File: config.mk
export PLATFORM = sky130hd
export DESIGN_NAME = rac_top
export DESIGN_NICKNAME = d
export VERILOG_FILES = /design/src/hw/rac_pkg.sv /design/src/hw/rac_top.sv
export SDC_FILE = /design/constraint.sdc
export NUM_CORES = 1
export LEC_CHECK = 0
export BUFFER_PORTS_ARGS = -buffer_cell sky130_fd_sc_hd__buf_2
export CORE_ASPECT_RATIO = 1.75
export CORE_MARGIN = 5
export CORE_UTILIZATION = 35
export DETAILED_ROUTE_END_ITERATION = 8
export MAX_ROUTING_LAYER = met4
export PLACE_DENSITY = 0.47
export SYNTH_ARGS = -nofsm -noshare
export SYNTH_HDL_FRONTEND = slang
export SYNTH_SLANG_ARGS = --single-unit
File: constraint.sdc
create_clock -name i_sys_clk -period 3.7 [get_ports i_sys_clk]
set_input_delay 0 -clock i_sys_clk [delete_from_list [all_inputs] [get_ports i_sys_clk]]
set_output_delay 0 -clock i_sys_clk [all_outputs]
set_load 0.01 [all_outputs]
File: src/hw/rac_pkg.sv
// Constants, types and register map of the record acquisition control block
// Summary of operation
// - Record length at least 256, multiple of 16
// - Pretrigger samples first, then trigger detection enabled
// - Single channel pretrigger 0 to 4080, step 16
// - Dual channel pretrigger 0 to 2032, step 16
// - Session pretrigger depth applies to every record
// - Record count at least 1, no upper bound
// - Capture event lamp on during post-trigger capture
// - Armed lamp on while armed for capture
// - Reference source lamp on for internal clock
// - Base clock lamp toggles while base clock alive
// - Oscillator failure lamp on when oscillator stopped
// - Host bus lamp on once link negotiated
// - Setup done lamp on after configuration, stays on
// - Outside event input triggers only, never digitized
// - Sampling path never clocked above 20 MS/s
// - Spare port: trigger out, pacer, dout, trigger enable, din
// - Per channel AC or DC coupling setting
// - Bracket identification lamp under software control
// - Power fault lamp shows supply problems
package rac_pkg;

  localparam int unsigned ADDR_W = 8;
  localparam int unsigned DATA_W = 32;

  // Register byte addresses
  localparam logic [7:0] REG_CTRL = 8'h00;
  localparam logic [7:0] REG_STATUS = 8'h04;
  localparam logic [7:0] REG_REC_LEN = 8'h08;
  localparam logic [7:0] REG_PRETRIG = 8'h0C;
  localparam logic [7:0] REG_REC_COUNT = 8'h10;
  localparam logic [7:0] REG_SPARE_IO = 8'h14;
  localparam logic [7:0] REG_PACER_DIV = 8'h18;
  localparam logic [7:0] REG_RECS_DONE = 8'h1C;

  // Control register fields
  localparam int unsigned CTRL_ARM = 0;
  localparam int unsigned CTRL_ABORT = 1;
  localparam int unsigned CTRL_DUAL = 2;
  localparam int unsigned CTRL_EXT_CLK = 3;
  localparam int unsigned CTRL_CAPTURE_EVENT_LAMP_SRC_LO = 4;
  localparam int unsigned CTRL_AC_LO = 6;
  localparam int unsigned CTRL_IDENT = 8;
  localparam int unsigned CTRL_ERR_CLR = 9;
  localparam logic [9:0] CTRL_RESET = 10'h004;

  // Acquisition limits
  localparam int unsigned REC_LEN_MIN = 256;
  localparam int unsigned GRAIN = 16;
  localparam int unsigned PRE_MAX_SINGLE = 4080;
  localparam int unsigned PRE_MAX_DUAL = 2040;
  localparam int unsigned REC_COUNT_MIN = 1;

  // Internal pacer: system clock is the fastest legal converter rate
  localparam int unsigned SYS_CLK_HZ = 20_000_000;
  localparam int unsigned ADC_MAX_SPS = 20_000_000;
  localparam int unsigned PACER_DIV_MIN = (SYS_CLK_HZ + ADC_MAX_SPS - 1) / ADC_MAX_SPS;
  localparam logic [15:0] PACER_DIV_RESET = 16'h0014;

  // Base clock heartbeat watchdog
  localparam int unsigned BASE_HB_TIMEOUT_CYC = 1024;

  typedef enum logic [1:0] {
    RAC_CAPTURE_EVENT_LAMP_CHAN_ONE = 2'h0,
    RAC_CAPTURE_EVENT_LAMP_CHAN_TWO = 2'h1,
    RAC_CAPTURE_EVENT_LAMP_OUTSIDE = 2'h2
  } rac_capture_event_lamp_src_e;

  typedef enum logic [2:0] {
    RAC_SPARE_CAPTURE_EVENT_LAMP_OUT = 3'h0,
    RAC_SPARE_PACER_OUT = 3'h1,
    RAC_SPARE_DIG_OUT = 3'h2,
    RAC_SPARE_CAPTURE_EVENT_LAMP_EN_IN = 3'h3,
    RAC_SPARE_DIG_IN = 3'h4
  } rac_spare_mode_e;

  typedef enum logic [1:0] {
    RAC_IDLE = 2'b00,
    RAC_PRE = 2'b01,
    RAC_WAIT_CAPTURE_EVENT_LAMP = 2'b11,
    RAC_POST = 2'b10
  } rac_state_e;

  typedef struct packed {
    logic armed_lamp;
    logic capture_event_lamp;
    logic reference_source_lamp;
    logic base_clock_lamp;
    logic oscillator_failure_lamp;
    logic host_bus_up_lamp;
    logic setup_done_lamp;
    logic ident_lamp;
    logic [1:0] power_fault_lamp;
  } rac_lamps_s;

  typedef struct packed {
    logic osc_lost;
    logic link_up;
    logic config_done;
    logic [1:0] power_fault;
    logic base_heartbeat;
  } rac_board_s;

endpackage

File: src/hw/rac_top.sv
// Record acquisition control with Avalon-MM register slave
//
// Our own choices: the register offsets and register access over Avalon-MM.
`timescale 1ns/1ps
module rac_top #(
  parameter int unsigned LEN_W = 24,
  parameter int unsigned CNT_W = 32
) (
  input wire logic i_sys_clk,
  input wire logic i_nrst,
  input wire logic [rac_pkg::ADDR_W-1:0] i_avs_address,
  input wire logic i_avs_read,
  input wire logic i_avs_write,
  input wire logic [rac_pkg::DATA_W-1:0] i_avs_writedata,
  input wire logic [3:0] i_avs_byteenable,
  output logic [rac_pkg::DATA_W-1:0] o_avs_readdata,
  output logic o_avs_waitrequest,
  input wire logic i_outside_sample_clock_input,
  input wire logic i_chan_one_capture_event_lamp,
  input wire logic i_chan_two_capture_event_lamp,
  input wire logic i_outside_event_input,
  input wire logic i_spare_io_in,
  input wire rac_pkg::rac_board_s i_board,
  output logic o_spare_io_out,
  output logic o_spare_io_oe,
  output logic o_adc_sample_en,
  output logic o_record_sample,
  output logic o_record_end,
  output logic [1:0] o_ac_coupling,
  output rac_pkg::rac_lamps_s o_lamps
);
  import rac_pkg::*;

  localparam int unsigned PIN_N = 5;

  // Configuration registers
  logic [9:0] ctrl;
  logic [LEN_W-1:0] rec_len;
  logic [11:0] pretrig;
  logic [CNT_W-1:0] rec_count;
  logic [2:0] spare_mode;
  logic spare_dout;
  logic [15:0] pacer_div;
  logic cfg_err;

  // Session shadow copies, frozen at arm
  logic [LEN_W-1:0] s_post_len;
  logic [11:0] s_pretrig;
  logic [CNT_W-1:0] s_rec_count;
  logic [1:0] s_capture_event_lamp_src;

  rac_state_e state;
  rac_state_e next_state;
  logic [LEN_W-1:0] smp_cnt;
  logic [CNT_W-1:0] recs_done;

  // Pin synchronisers: ff1 feeds only ff2
  logic [PIN_N-1:0] pin_raw;
  logic [PIN_N-1:0] pin_ff1;
  logic [PIN_N-1:0] pin_ff2;
  logic [PIN_N-1:0] pin_d;
  rac_board_s brd_ff1;
  rac_board_s brd_ff2;
  logic hb_d;

  assign pin_raw = {i_spare_io_in, i_outside_event_input, i_chan_two_capture_event_lamp, i_chan_one_capture_event_lamp,
                    i_outside_sample_clock_input};

  always_ff @(posedge i_sys_clk)
  begin
    if (!i_nrst)
    begin
      pin_ff1 <= '0;
      pin_ff2 <= '0;
      pin_d <= '0;
      brd_ff1 <= '0;
      brd_ff2 <= '0;
      hb_d <= 1'b0;
    end
    else
    begin
      pin_ff1 <= pin_raw;
      pin_ff2 <= pin_ff1;
      pin_d <= pin_ff2;
      brd_ff1 <= i_board;
      brd_ff2 <= brd_ff1;
      hb_d <= brd_ff2.base_heartbeat;
    end
  end

  wire [PIN_N-1:0] pin_rise = pin_ff2 & ~pin_d;
  wire ext_clk_tick = pin_rise[0];
  wire spare_in_s = pin_ff2[4];

  // Validity check of a session setting
  function automatic logic cfg_valid(input logic [LEN_W-1:0] len, input logic [11:0] pre,
                                     input logic [CNT_W-1:0] cnt, input logic dual);
    logic [11:0] pre_max;
    pre_max = dual ? 12'(PRE_MAX_DUAL) : 12'(PRE_MAX_SINGLE);
    cfg_valid = (len >= LEN_W'(REC_LEN_MIN)) && (len[3:0] == 4'h0)
             && (pre[3:0] == 4'h0) && (pre <= pre_max)
             && (LEN_W'(pre) < len) // pretrigger must leave post samples
             && (cnt >= CNT_W'(REC_COUNT_MIN));
  endfunction

  // Avalon slave: answer one cycle after the request is seen
  wire bus_req = i_avs_read | i_avs_write;
  wire bus_fire = bus_req & ~o_avs_waitrequest;
  wire wr_fire = i_avs_write & bus_fire;
  wire [31:0] wdata = i_avs_writedata;
  wire lane_ok = &i_avs_byteenable;
  wire wr_ctrl = wr_fire & lane_ok & (i_avs_address == REG_CTRL);
  wire arm_req = wr_ctrl & wdata[CTRL_ARM];
  wire abort_req = wr_ctrl & wdata[CTRL_ABORT];
  wire idle = (state == RAC_IDLE);
  wire new_dual = wdata[CTRL_DUAL];
  wire arm_ok = arm_req & idle & cfg_valid(rec_len, pretrig, rec_count, new_dual);
  wire arm_bad = arm_req & idle & ~arm_ok;

  always_ff @(posedge i_sys_clk)
  begin
    if (!i_nrst)
    begin
      ctrl <= CTRL_RESET;
      rec_len <= LEN_W'(REC_LEN_MIN);
      pretrig <= '0;
      rec_count <= CNT_W'(REC_COUNT_MIN);
      spare_mode <= RAC_SPARE_DIG_IN;
      spare_dout <= 1'b0;
      pacer_div <= PACER_DIV_RESET;
    end
    else if (wr_fire && lane_ok)
    begin
      unique case (i_avs_address)
        REG_CTRL:
        begin
          // Steering bits frozen while a session runs
          ctrl[CTRL_IDENT] <= wdata[CTRL_IDENT];
          ctrl[CTRL_AC_LO+:2] <= wdata[CTRL_AC_LO+:2];
          if (idle)
            ctrl[CTRL_CAPTURE_EVENT_LAMP_SRC_LO+:2] <= wdata[CTRL_CAPTURE_EVENT_LAMP_SRC_LO+:2];
          if (idle)
            ctrl[CTRL_EXT_CLK] <= wdata[CTRL_EXT_CLK];
          if (idle)
            ctrl[CTRL_DUAL] <= wdata[CTRL_DUAL];
        end
        REG_REC_LEN: if (idle) rec_len <= wdata[LEN_W-1:0];
        REG_PRETRIG: if (idle) pretrig <= wdata[11:0];
        REG_REC_COUNT: if (idle) rec_count <= wdata[CNT_W-1:0];
        REG_SPARE_IO:
        begin
          spare_mode <= wdata[2:0];
          spare_dout <= wdata[4];
        end
        REG_PACER_DIV:
        begin
          if (wdata[15:0] >= 16'(PACER_DIV_MIN))
            pacer_div <= wdata[15:0];
        end
        default:
        begin
        end
      endcase
    end
  end

  // Error flag: a failed arm wins over a clear in the same cycle
  always_ff @(posedge i_sys_clk)
  begin
    if (!i_nrst)
      cfg_err <= 1'b0;
    else if (arm_bad)
      cfg_err <= 1'b1;
    else if (wr_ctrl && wdata[CTRL_ERR_CLR])
      cfg_err <= 1'b0;
  end

  // Read mux, unmapped addresses read zero
  logic [31:0] rd_val;
  always_comb
  begin
    rd_val = '0;
    unique case (i_avs_address)
      REG_CTRL: rd_val[9:0] = {1'b0, ctrl[8:0]};
      REG_STATUS: rd_val[3:0] = {cfg_err, ~idle, state};
      REG_REC_LEN: rd_val[LEN_W-1:0] = rec_len;
      REG_PRETRIG: rd_val[11:0] = pretrig;
      REG_REC_COUNT: rd_val[CNT_W-1:0] = rec_count;
      REG_SPARE_IO: rd_val[5:0] = {spare_in_s, spare_dout, 1'b0, spare_mode};
      REG_PACER_DIV: rd_val[15:0] = pacer_div;
      REG_RECS_DONE: rd_val[CNT_W-1:0] = recs_done;
      default: rd_val = '0;
    endcase
  end

  always_ff @(posedge i_sys_clk)
  begin
    if (!i_nrst)
    begin
      o_avs_waitrequest <= 1'b1;
      o_avs_readdata <= '0;
    end
    else
    begin
      o_avs_waitrequest <= ~(bus_req & o_avs_waitrequest);
      if (i_avs_read && o_avs_waitrequest)
        o_avs_readdata <= rd_val;
    end
  end

  // Internal pacer, never faster than the converter limit
  logic [15:0] pacer_cnt;
  logic pacer_lvl;
  wire pacer_tick = (pacer_cnt == 16'h0001) || (pacer_cnt == 16'h0000);
  always_ff @(posedge i_sys_clk)
  begin
    if (!i_nrst)
    begin
      pacer_cnt <= PACER_DIV_RESET;
      pacer_lvl <= 1'b0;
    end
    else if (pacer_tick)
    begin
      pacer_cnt <= pacer_div;
      pacer_lvl <= ~pacer_lvl;
    end
    else
      pacer_cnt <= pacer_cnt - 16'h0001;
  end

  // External clock ticks need at most half the system rate to be seen
  wire ext_sel = ctrl[CTRL_EXT_CLK];
  wire sample_tick = ext_sel ? ext_clk_tick : pacer_tick;

  // Trigger source; the outside event never reaches the sample path
  wire [1:0] capture_event_lamp_src = idle ? ctrl[CTRL_CAPTURE_EVENT_LAMP_SRC_LO+:2] : s_capture_event_lamp_src;
  logic capture_event_lamp_hit;
  always_comb
  begin
    unique case (capture_event_lamp_src)
      RAC_CAPTURE_EVENT_LAMP_CHAN_ONE: capture_event_lamp_hit = pin_rise[1];
      RAC_CAPTURE_EVENT_LAMP_CHAN_TWO: capture_event_lamp_hit = pin_rise[2];
      RAC_CAPTURE_EVENT_LAMP_OUTSIDE: capture_event_lamp_hit = pin_rise[3];
      default: capture_event_lamp_hit = 1'b0;
    endcase
  end
  wire capture_event_lamp_gate = (spare_mode != RAC_SPARE_CAPTURE_EVENT_LAMP_EN_IN) || spare_in_s;
  wire capture_event_lamp_take = (state == RAC_WAIT_CAPTURE_EVENT_LAMP) && capture_event_lamp_hit && capture_event_lamp_gate;

  wire pre_done = (smp_cnt >= LEN_W'(s_pretrig));
  wire post_done = sample_tick && (smp_cnt == s_post_len - LEN_W'(1));
  wire last_rec = (recs_done + CNT_W'(1) == s_rec_count);

  always_comb
  begin
    next_state = state;
    unique case (state)
      RAC_IDLE: if (arm_ok) next_state = RAC_PRE;
      RAC_PRE: if (pre_done) next_state = RAC_WAIT_CAPTURE_EVENT_LAMP;
      RAC_WAIT_CAPTURE_EVENT_LAMP: if (capture_event_lamp_take) next_state = RAC_POST;
      RAC_POST: if (post_done) next_state = last_rec ? RAC_IDLE : RAC_PRE;
    endcase
    if (abort_req)
      next_state = RAC_IDLE;
  end

  always_ff @(posedge i_sys_clk)
  begin
    if (!i_nrst)
      state <= RAC_IDLE;
    else
      state <= next_state;
  end

  // Sample counter restarts at each phase boundary
  wire phase_chg = (next_state != state);
  always_ff @(posedge i_sys_clk)
  begin
    if (!i_nrst)
      smp_cnt <= '0;
    else if (phase_chg)
      smp_cnt <= '0;
    else if (sample_tick && (state == RAC_PRE || state == RAC_POST))
      smp_cnt <= smp_cnt + LEN_W'(1);
  end

  // Session copies; counter wide enough that no count limit applies
  always_ff @(posedge i_sys_clk)
  begin
    if (!i_nrst)
    begin
      s_post_len <= LEN_W'(REC_LEN_MIN);
      s_pretrig <= '0;
      s_rec_count <= CNT_W'(REC_COUNT_MIN);
      s_capture_event_lamp_src <= RAC_CAPTURE_EVENT_LAMP_CHAN_ONE;
      recs_done <= '0;
    end
    else if (arm_ok)
    begin
      s_post_len <= rec_len - LEN_W'(pretrig);
      s_pretrig <= pretrig;
      s_rec_count <= rec_count;
      s_capture_event_lamp_src <= wdata[CTRL_CAPTURE_EVENT_LAMP_SRC_LO+:2];
      recs_done <= '0;
    end
    else if (state == RAC_POST && post_done)
      recs_done <= recs_done + CNT_W'(1);
  end

  // Base clock watchdog: lamp follows heartbeat only while it moves
  logic [10:0] hb_idle;
  wire hb_edge = brd_ff2.base_heartbeat ^ hb_d;
  wire hb_alive = (hb_idle < 11'(BASE_HB_TIMEOUT_CYC));
  always_ff @(posedge i_sys_clk)
  begin
    if (!i_nrst)
      hb_idle <= 11'(BASE_HB_TIMEOUT_CYC);
    else if (hb_edge)
      hb_idle <= '0;
    else if (hb_alive)
      hb_idle <= hb_idle + 11'h001;
  end

  // Outputs
  // Tick in the cycle that ends pretrigger belongs to no record
  wire capturing = ((state == RAC_PRE) && !pre_done) || (state == RAC_POST);
  logic setup_seen;
  always_ff @(posedge i_sys_clk)
  begin
    if (!i_nrst)
    begin
      setup_seen <= 1'b0;
      o_lamps <= '0;
      o_spare_io_out <= 1'b0;
      o_spare_io_oe <= 1'b0;
      o_adc_sample_en <= 1'b0;
      o_record_sample <= 1'b0;
      o_record_end <= 1'b0;
      o_ac_coupling <= '0;
    end
    else
    begin
      setup_seen <= setup_seen | brd_ff2.config_done;
      o_lamps.armed_lamp <= ~idle;
      o_lamps.capture_event_lamp <= (state == RAC_POST);
      o_lamps.reference_source_lamp <= ~ext_sel;
      o_lamps.base_clock_lamp <= (hb_alive | hb_edge) & brd_ff2.base_heartbeat;
      o_lamps.oscillator_failure_lamp <= brd_ff2.osc_lost;
      o_lamps.host_bus_up_lamp <= brd_ff2.link_up;
      o_lamps.setup_done_lamp <= setup_seen | brd_ff2.config_done;
      o_lamps.ident_lamp <= ctrl[CTRL_IDENT];
      o_lamps.power_fault_lamp <= brd_ff2.power_fault;
      o_ac_coupling <= ctrl[CTRL_AC_LO+:2];
      o_adc_sample_en <= sample_tick;
      o_record_sample <= sample_tick && capturing;
      o_record_end <= (state == RAC_POST) && post_done;
      unique case (spare_mode)
        RAC_SPARE_CAPTURE_EVENT_LAMP_OUT:
        begin
          o_spare_io_oe <= 1'b1;
          o_spare_io_out <= capture_event_lamp_take;
        end
        RAC_SPARE_PACER_OUT:
        begin
          o_spare_io_oe <= 1'b1;
          o_spare_io_out <= pacer_lvl;
        end
        RAC_SPARE_DIG_OUT:
        begin
          o_spare_io_oe <= 1'b1;
          o_spare_io_out <= spare_dout;
        end
        default:
        begin
          o_spare_io_oe <= 1'b0;
          o_spare_io_out <= 1'b0;
        end
      endcase
    end
  end

endmodule

Yosys cells after proc, flatten, opt, wreduce, memory -nomap -nowiden
Cells that the tools add are included.

Output and inout bits: 50. Input port bits: 59. Logic and storage cells: 173. Register bits: 329.

Equality and inequality tests: 19. Muxes and demuxes: 25. $lt $le $gt $ge: 7. Reduce and logical (&&, ||, !) cells: 41. Bitwise operators: 24. $add $sub $neg: 6.

Operators by type and width (count): 32-bit by 1-bit adder with 32-bit output (second input constant) (1); 32-bit equality test (1); 8-bit by 5-bit equality test with 1-bit output (second input constant) (4); 32-bit by 1-bit >= comparator with 1-bit output (second input constant) (1); 4-bit case mux with 8 select lines (1); 24-bit by 1-bit adder with 24-bit output (second input constant) (1); 24-bit equality test (1); 24-bit by 12-bit >= comparator with 1-bit output (1); 24-bit by 9-bit >= comparator with 1-bit output (second input constant) (1); 12-bit by 24-bit < comparator with 1-bit output (1); 4-bit case mux with 6 select lines (1); 8-bit case mux with 3 select lines (1); 24-bit by 1-bit subtractor with 24-bit output (second input constant) (1); 24-bit by 12-bit subtractor with 24-bit output (1); 11-bit two-way mux (2); 16-bit by 1-bit equality test with 1-bit output (second input constant) (1); 8-bit by 4-bit equality test with 1-bit output (second input constant) (2); 16-bit by 1-bit >= comparator with 1-bit output (second input constant) (1); 16-bit zero test (1); 16-bit two-way mux (1); 4-bit case mux with 4 select lines (1); 8-bit case mux with 2 select lines (1); 16-bit by 1-bit subtractor with 16-bit output (second input constant) (1); 1-bit logical AND (15); other kinds (35) (79).

Depth between registers and ports, before layout
Depth after elaboration: 13. Gate-level depth with buffers: 14.

Worst setup path before layout
OpenSTA, ideal clock, no wires.

Kind: reg2reg. Start: register s_post_len[0]. End: register smp_cnt[10]. Library setup time: 118 ps. Slack: 338 ps. Arrival: 3244 ps. Period minus slack after synthesis: 3362 ps. Stages on the path, launching flop included: 14. Cell sequence: dfxtp_1 -> inv_1 -> ha_1 -> or4b_1 -> clkbuf_1 -> nor4_1 -> xnor2_1 -> o211ai_1 -> nor4b_1 -> o2111ai_1 -> a211o_1 -> o41ai_4 -> buf_6 -> nor4b_2.

Cells in the longest elaborated chain, start to end: 8.

Ends and longest elaborated chain: start, declared (RTL line rac_top.sv:47) `logic [LEN_W-1:0] s_post_len;`; start signal, assigned (RTL line rac_top.sv:292) `s_post_len <= LEN_W'(REC_LEN_MIN);`; start signal, assigned (RTL line rac_top.sv:300) `s_post_len <= rec_len - LEN_W'(pretrig);`; 24-bit by 1-bit subtractor with 24-bit output (RTL line rac_top.sv:251) `wire post_done = sample_tick && (smp_cnt == s_post_len - LEN_W'(1));`; 24-bit equality test (RTL line rac_top.sv:251); 1-bit logical AND (RTL line rac_top.sv:251); 2-bit two-way mux (RTL line rac_top.sv:261) `RAC_POST: if (post_done) next_state = last_rec ? RAC_IDLE : RAC_PRE;`; 2-bit case mux with 4 select lines (RTL line rac_top.sv:257) `unique case (state)`; 2-bit two-way mux (RTL line rac_top.sv:263) `if (abort_req)`; 2-bit != test (RTL line rac_top.sv:276) `wire phase_chg = (next_state != state);`; 2-bit OR reduction (no line); end signal, assigned (RTL line rac_top.sv:284) `smp_cnt <= smp_cnt + LEN_W'(1);`; end, declared (RTL line rac_top.sv:54) `logic [LEN_W-1:0] smp_cnt;`.

Every way passes these cells. A chain may end at the register's enable or synchronous reset.

Final worst setup path
Start: register recs_done[1]. End: register smp_cnt[4].

Cells in the longest elaborated chain, start to end: 8.

Ends and longest elaborated chain: start, declared (RTL line rac_top.sv:55) `logic [CNT_W-1:0] recs_done;`; start signal, assigned (RTL line rac_top.sv:307) `recs_done <= recs_done + CNT_W'(1);`; 32-bit by 1-bit adder with 32-bit output (RTL line rac_top.sv:252) `wire last_rec = (recs_done + CNT_W'(1) == s_rec_count);`; 32-bit equality test (RTL line rac_top.sv:252); 1-bit two-way mux (RTL line rac_top.sv:261); 2-bit two-way mux (RTL line rac_top.sv:261); 2-bit case mux with 4 select lines (RTL line rac_top.sv:257); 2-bit two-way mux (RTL line rac_top.sv:263); 2-bit != test (RTL line rac_top.sv:276); 2-bit OR reduction (no line).

Every way passes these cells.

==> results_dict.tcl <==
set metrics [dict create \
    worstSkewPairLatency_ns 0.54 \
    async_reset_ff_share_pct 0 \
    cts_tree "yes" \
    rsz0062_at_grt "no" \
    io_buffers 108 \
    start_util_pct 35.33 \
    ys_seq_area_share_pct 38.94 \
    cts.sinks 329 \
    synthAdderAreaFrac_pct 2.841 \
    final_util_pct 42.77 \
    crit_path_top_delay_cell "or4_4" \
    drtIter0Drc 945 \
    synth_cells 2019 \
    cp.arrival_ns 4.01 \
    slew_violations 0 \
    max_freq_mhz 278.3 \
    synth_area_per_cell_sq_um 8.377 \
    crit_path_cell_trace "ha_2 -> and3_4 -> nand4_1 -> buf_12 -> buf_4 -> nor4_2 -> a31oi_1 -> or4_4 -> nor4_4 -> a311oi_4 -> o41ai_4 -> buf_4 -> buf_12 -> nor4b_4" \
    min_period_over_period_pct 97.12 \
    ir_drop_mv 0.3616 \
    grt_pass1_vias 15180 \
    root_buffer "clkbuf_16" \
    grt_antenna_before_repair 1 \
    ctsHtreeMaxLevel 2 \
    cp-end-kind "register" \
    slowest_delay_ns 0.54 \
    finClkSkew_ns 0.02783 \
    grt_max_degree 86 \
    grt_usage_pct 22.31 \
    synth_ff_type "dfxtp_1" \
    path_clk_slew_ns 0.06 \
    synth_top_family_by_area "simple AND/OR/NAND/NOR gates" \
    synthSimpleGateAreaFrac_pct 25.81 \
    maxCapViolations 0 \
    drive_gt1_share_pct 16.25 \
    power_density_mw_per_mm2 374.5 \
    ys_ff_latch 329 \
    drtPass1Iterations 8 \
    hold_class "in2reg" \
    stdcell_area_sq_mm 0.02048 \
    fillers 4804 \
    core_sq_mm 0.04788 \
    synth_fp_nets 2115 \
    crit_path_max_fanout 12 \
    finalSetupViolCount 0 \
    synth_xor_area_share_pct 7.767 \
    pin_count 109 \
    synth_cell_types 80 \
    postRouteAntennaNets 0 \
    worstSetupStartpointType "register" \
    routedWlPerCell_um 20.55 \
    viasPerCell 5.328 \
    syn-cell-area_sq_mm 0.01691 \
    grt.overflow.total 0 \
    syn_to_final_growth_pct 21.08 \
    period_needed_ns 3.593 \
    synth_mux_area_share_pct 6.606 \
    via_count 15290 \
    synth_compound_gate_area_share_pct 13.33 \
    wirelength_mm 58.98 \
    status "finished, final reports clean" \
    slew_headroom_pct 28.63 \
    power.total_mw 7.669 \
    synth-warning-count 0 \
    worstMarginPinSlew_ns 1.071 \
    critical_path_class "reg2reg" \
    cts_buffer_depth 3 \
    finalSetupTns_ns 0 \
    cts_buffers 36 \
    dpl_cell_area_sq_mm 0.01866 \
    die_w_um 176.2 \
    rows 106 \
    hold_violations 0 \
    grt_pass1_wl_mm 90.13 \
    gp_congestion 0.8942 \
    whs_ns 0.1130 \
    drc 0 \
    synth_edf_count 0 \
    dp_hpwl_mm 44.26 \
    cp.required_ns 4.11 \
    die_h_um 300.8 \
    finalNetCount 2295 \
    power.leakage_nw 8.190 \
    dieArea_sq_mm 0.05299 \
]
==> worst max-delay path, delay by kind of cell (launching register included) <==
kind | cells | cell delay, ns
AND/OR/NAND/NOR | 6 | 1.59
AO/OA/AOI/OAI | 3 | 0.60
buffers and inverters | 4 | 0.72
flip-flops | 1 | 0.34
adder cells (fa/ha/maj) | 1 | 0.18
==> routing by layer <==
metal  vias up  GRT usage (%)  part of all wire, %
li1       7463              -                    -
met1      7370          24.41                   39
met2       326          41.30                   54
met3       131          2.173                  3.0
met4         0          8.621                  4.1
met5         -              -                    0
==> cell families (layout without fill, tap and decap cells) <==
family | count (synthesis) | count (layout)
other | 0 | 1
muxes | 111 | 111
and+or+nand+nor | 851 | 851
adders and majority gates | 38 | 38
buffers and inverters | 191 | 393
xor gates and xnor gates | 150 | 150
AOI/OAI and AO/OA | 349 | 349
DFF | 329 | 329
==> cells in the mapped netlist, drive strengths merged, types with 31 or more instances <==
library cell  number  area, sq um
xor2              65        569.3
o21ai             58        290.3
buf               34        205.2
nor2             248        930.9
nand3             68        352.8
nor4              45        326.6
ha                36        450.4
xnor2             85        744.5
nand2            206        773.2
or3               31        193.9
nor3              52        265.3
and2              50        312.8
dfxtp            329         6586
mux2i            106         1061
a21oi            130        650.6
inv               54        202.7
clkbuf           101        380.4
==> flip-flops by register name, summed over array words and instances (netlist names), 2 cells and up <==
name	flops
pacer_div	16
o_ac_coupling	2
state	2
rec_count	32
o_avs_readdata	32
brd_ff1	6
s_capture_event_lamp_src	2
hb_idle	11
smp_cnt	24
pin_ff2	5
pin_ff1	5
brd_ff2	6
recs_done	32
o_lamps	9
spare_mode	3
s_pretrig	12
pin_d	4
rec_len	24
s_post_len	24
s_rec_count	32
pretrig	12
pacer_cnt	16
ctrl	7
==> placed cells by master, fill, tap and decap left out, types with 7 or more instances in the layout <==
master	instances
a211oi_1	28
a21o_1	10
a21oi_1	130
a221oi_1	13
a222oi_1	7
a22oi_1	12
a31oi_1	11
and2_1	49
and3_1	16
buf_12	8
buf_2	108
buf_4	112
clkbuf_16	37
clkbuf_8	7
dfxtp_1	327
dlygate4sd3_1	47
ha_1	35
inv_1	54
mux2i_1	106
nand2_1	206
nand2b_1	10
nand3_1	67
nand4_1	29
nor2_1	246
nor2b_1	11
nor3_1	49
nor4_1	39
nor4b_2	22
o211ai_1	10
o21ai_0	57
o22ai_1	13
o31ai_1	12
or2_2	13
or3_1	31
or4_1	15
xnor2_1	85
xor2_1	65
==> path summary, 6_finish.rpt <==
| kind | startpoint | to | slack [ns] | depth (start not counted) |
|---|---|---|---|---|
| worst max-delay path | recs_done[1] | smp_cnt[4] | 0.11 | 14 |
| worst min-delay path | i_avs_address[4] | o_avs_readdata[4] | 0.11 | 5 |
| worst max register to register | recs_done[1] | smp_cnt[4] | 0.11 | 14 |
| worst min register to register | brd_ff2[2] | o_lamps[1] | 0.43 | 1 |
==> timing repair <==
| item | CTS | global route |
|---|---|---|
| buffers inserted | 3 | 3 |
| hold endpoints to repair | 116 | 0 |
| pin swaps | 2 | 5 |
| endpoints found under the setup margin | 4 | 38 |
| cloned | 0 | 2 |
| gates resized for setup | 5 | 19 |
| hold buffers | 47 | 0 |
==> through the flow <==
| step | instances | worst slack, ns |
|---|---|---|
| detailed placement | 2755 | 0.005804 |
| global route | 2870 | 0.01421 |
| finish | 2870 | 0.1066 |
| CTS | 2865 | 0.01133 |
| floorplan | 2019 | 0.3380 |
| global placement | 2754 | 0.1156 |
==> cell type report <==
| type | count | area (sq um) | share of cell area, % |
|---|---|---|---|
| sequential | 329 | 6589 | 32.17 |
| inverter | 56 | 215.2 | 1.051 |
| clock inverter | 11 | 147.6 | 0.7209 |
| clock buffer | 49 | 1020 | 4.979 |
| multi-input combinational | 1499 | 9647 | 47.10 |
| timing repair buffer | 277 | 2048 | 10.00 |
| tap | 648 | 810.8 | 3.959 |
| antenna | 1 | 2.502 | 0.01222 |
==> report_power, final <==
part	internal, mW	total, mW	switching [mW]
Sequential	3.59	3.62	0.0318
Combinational	0.155	0.389	0.234
Clock	2.14	3.66	1.52
Total	5.89	7.67	1.78
(Power assumes the default switching activity.)
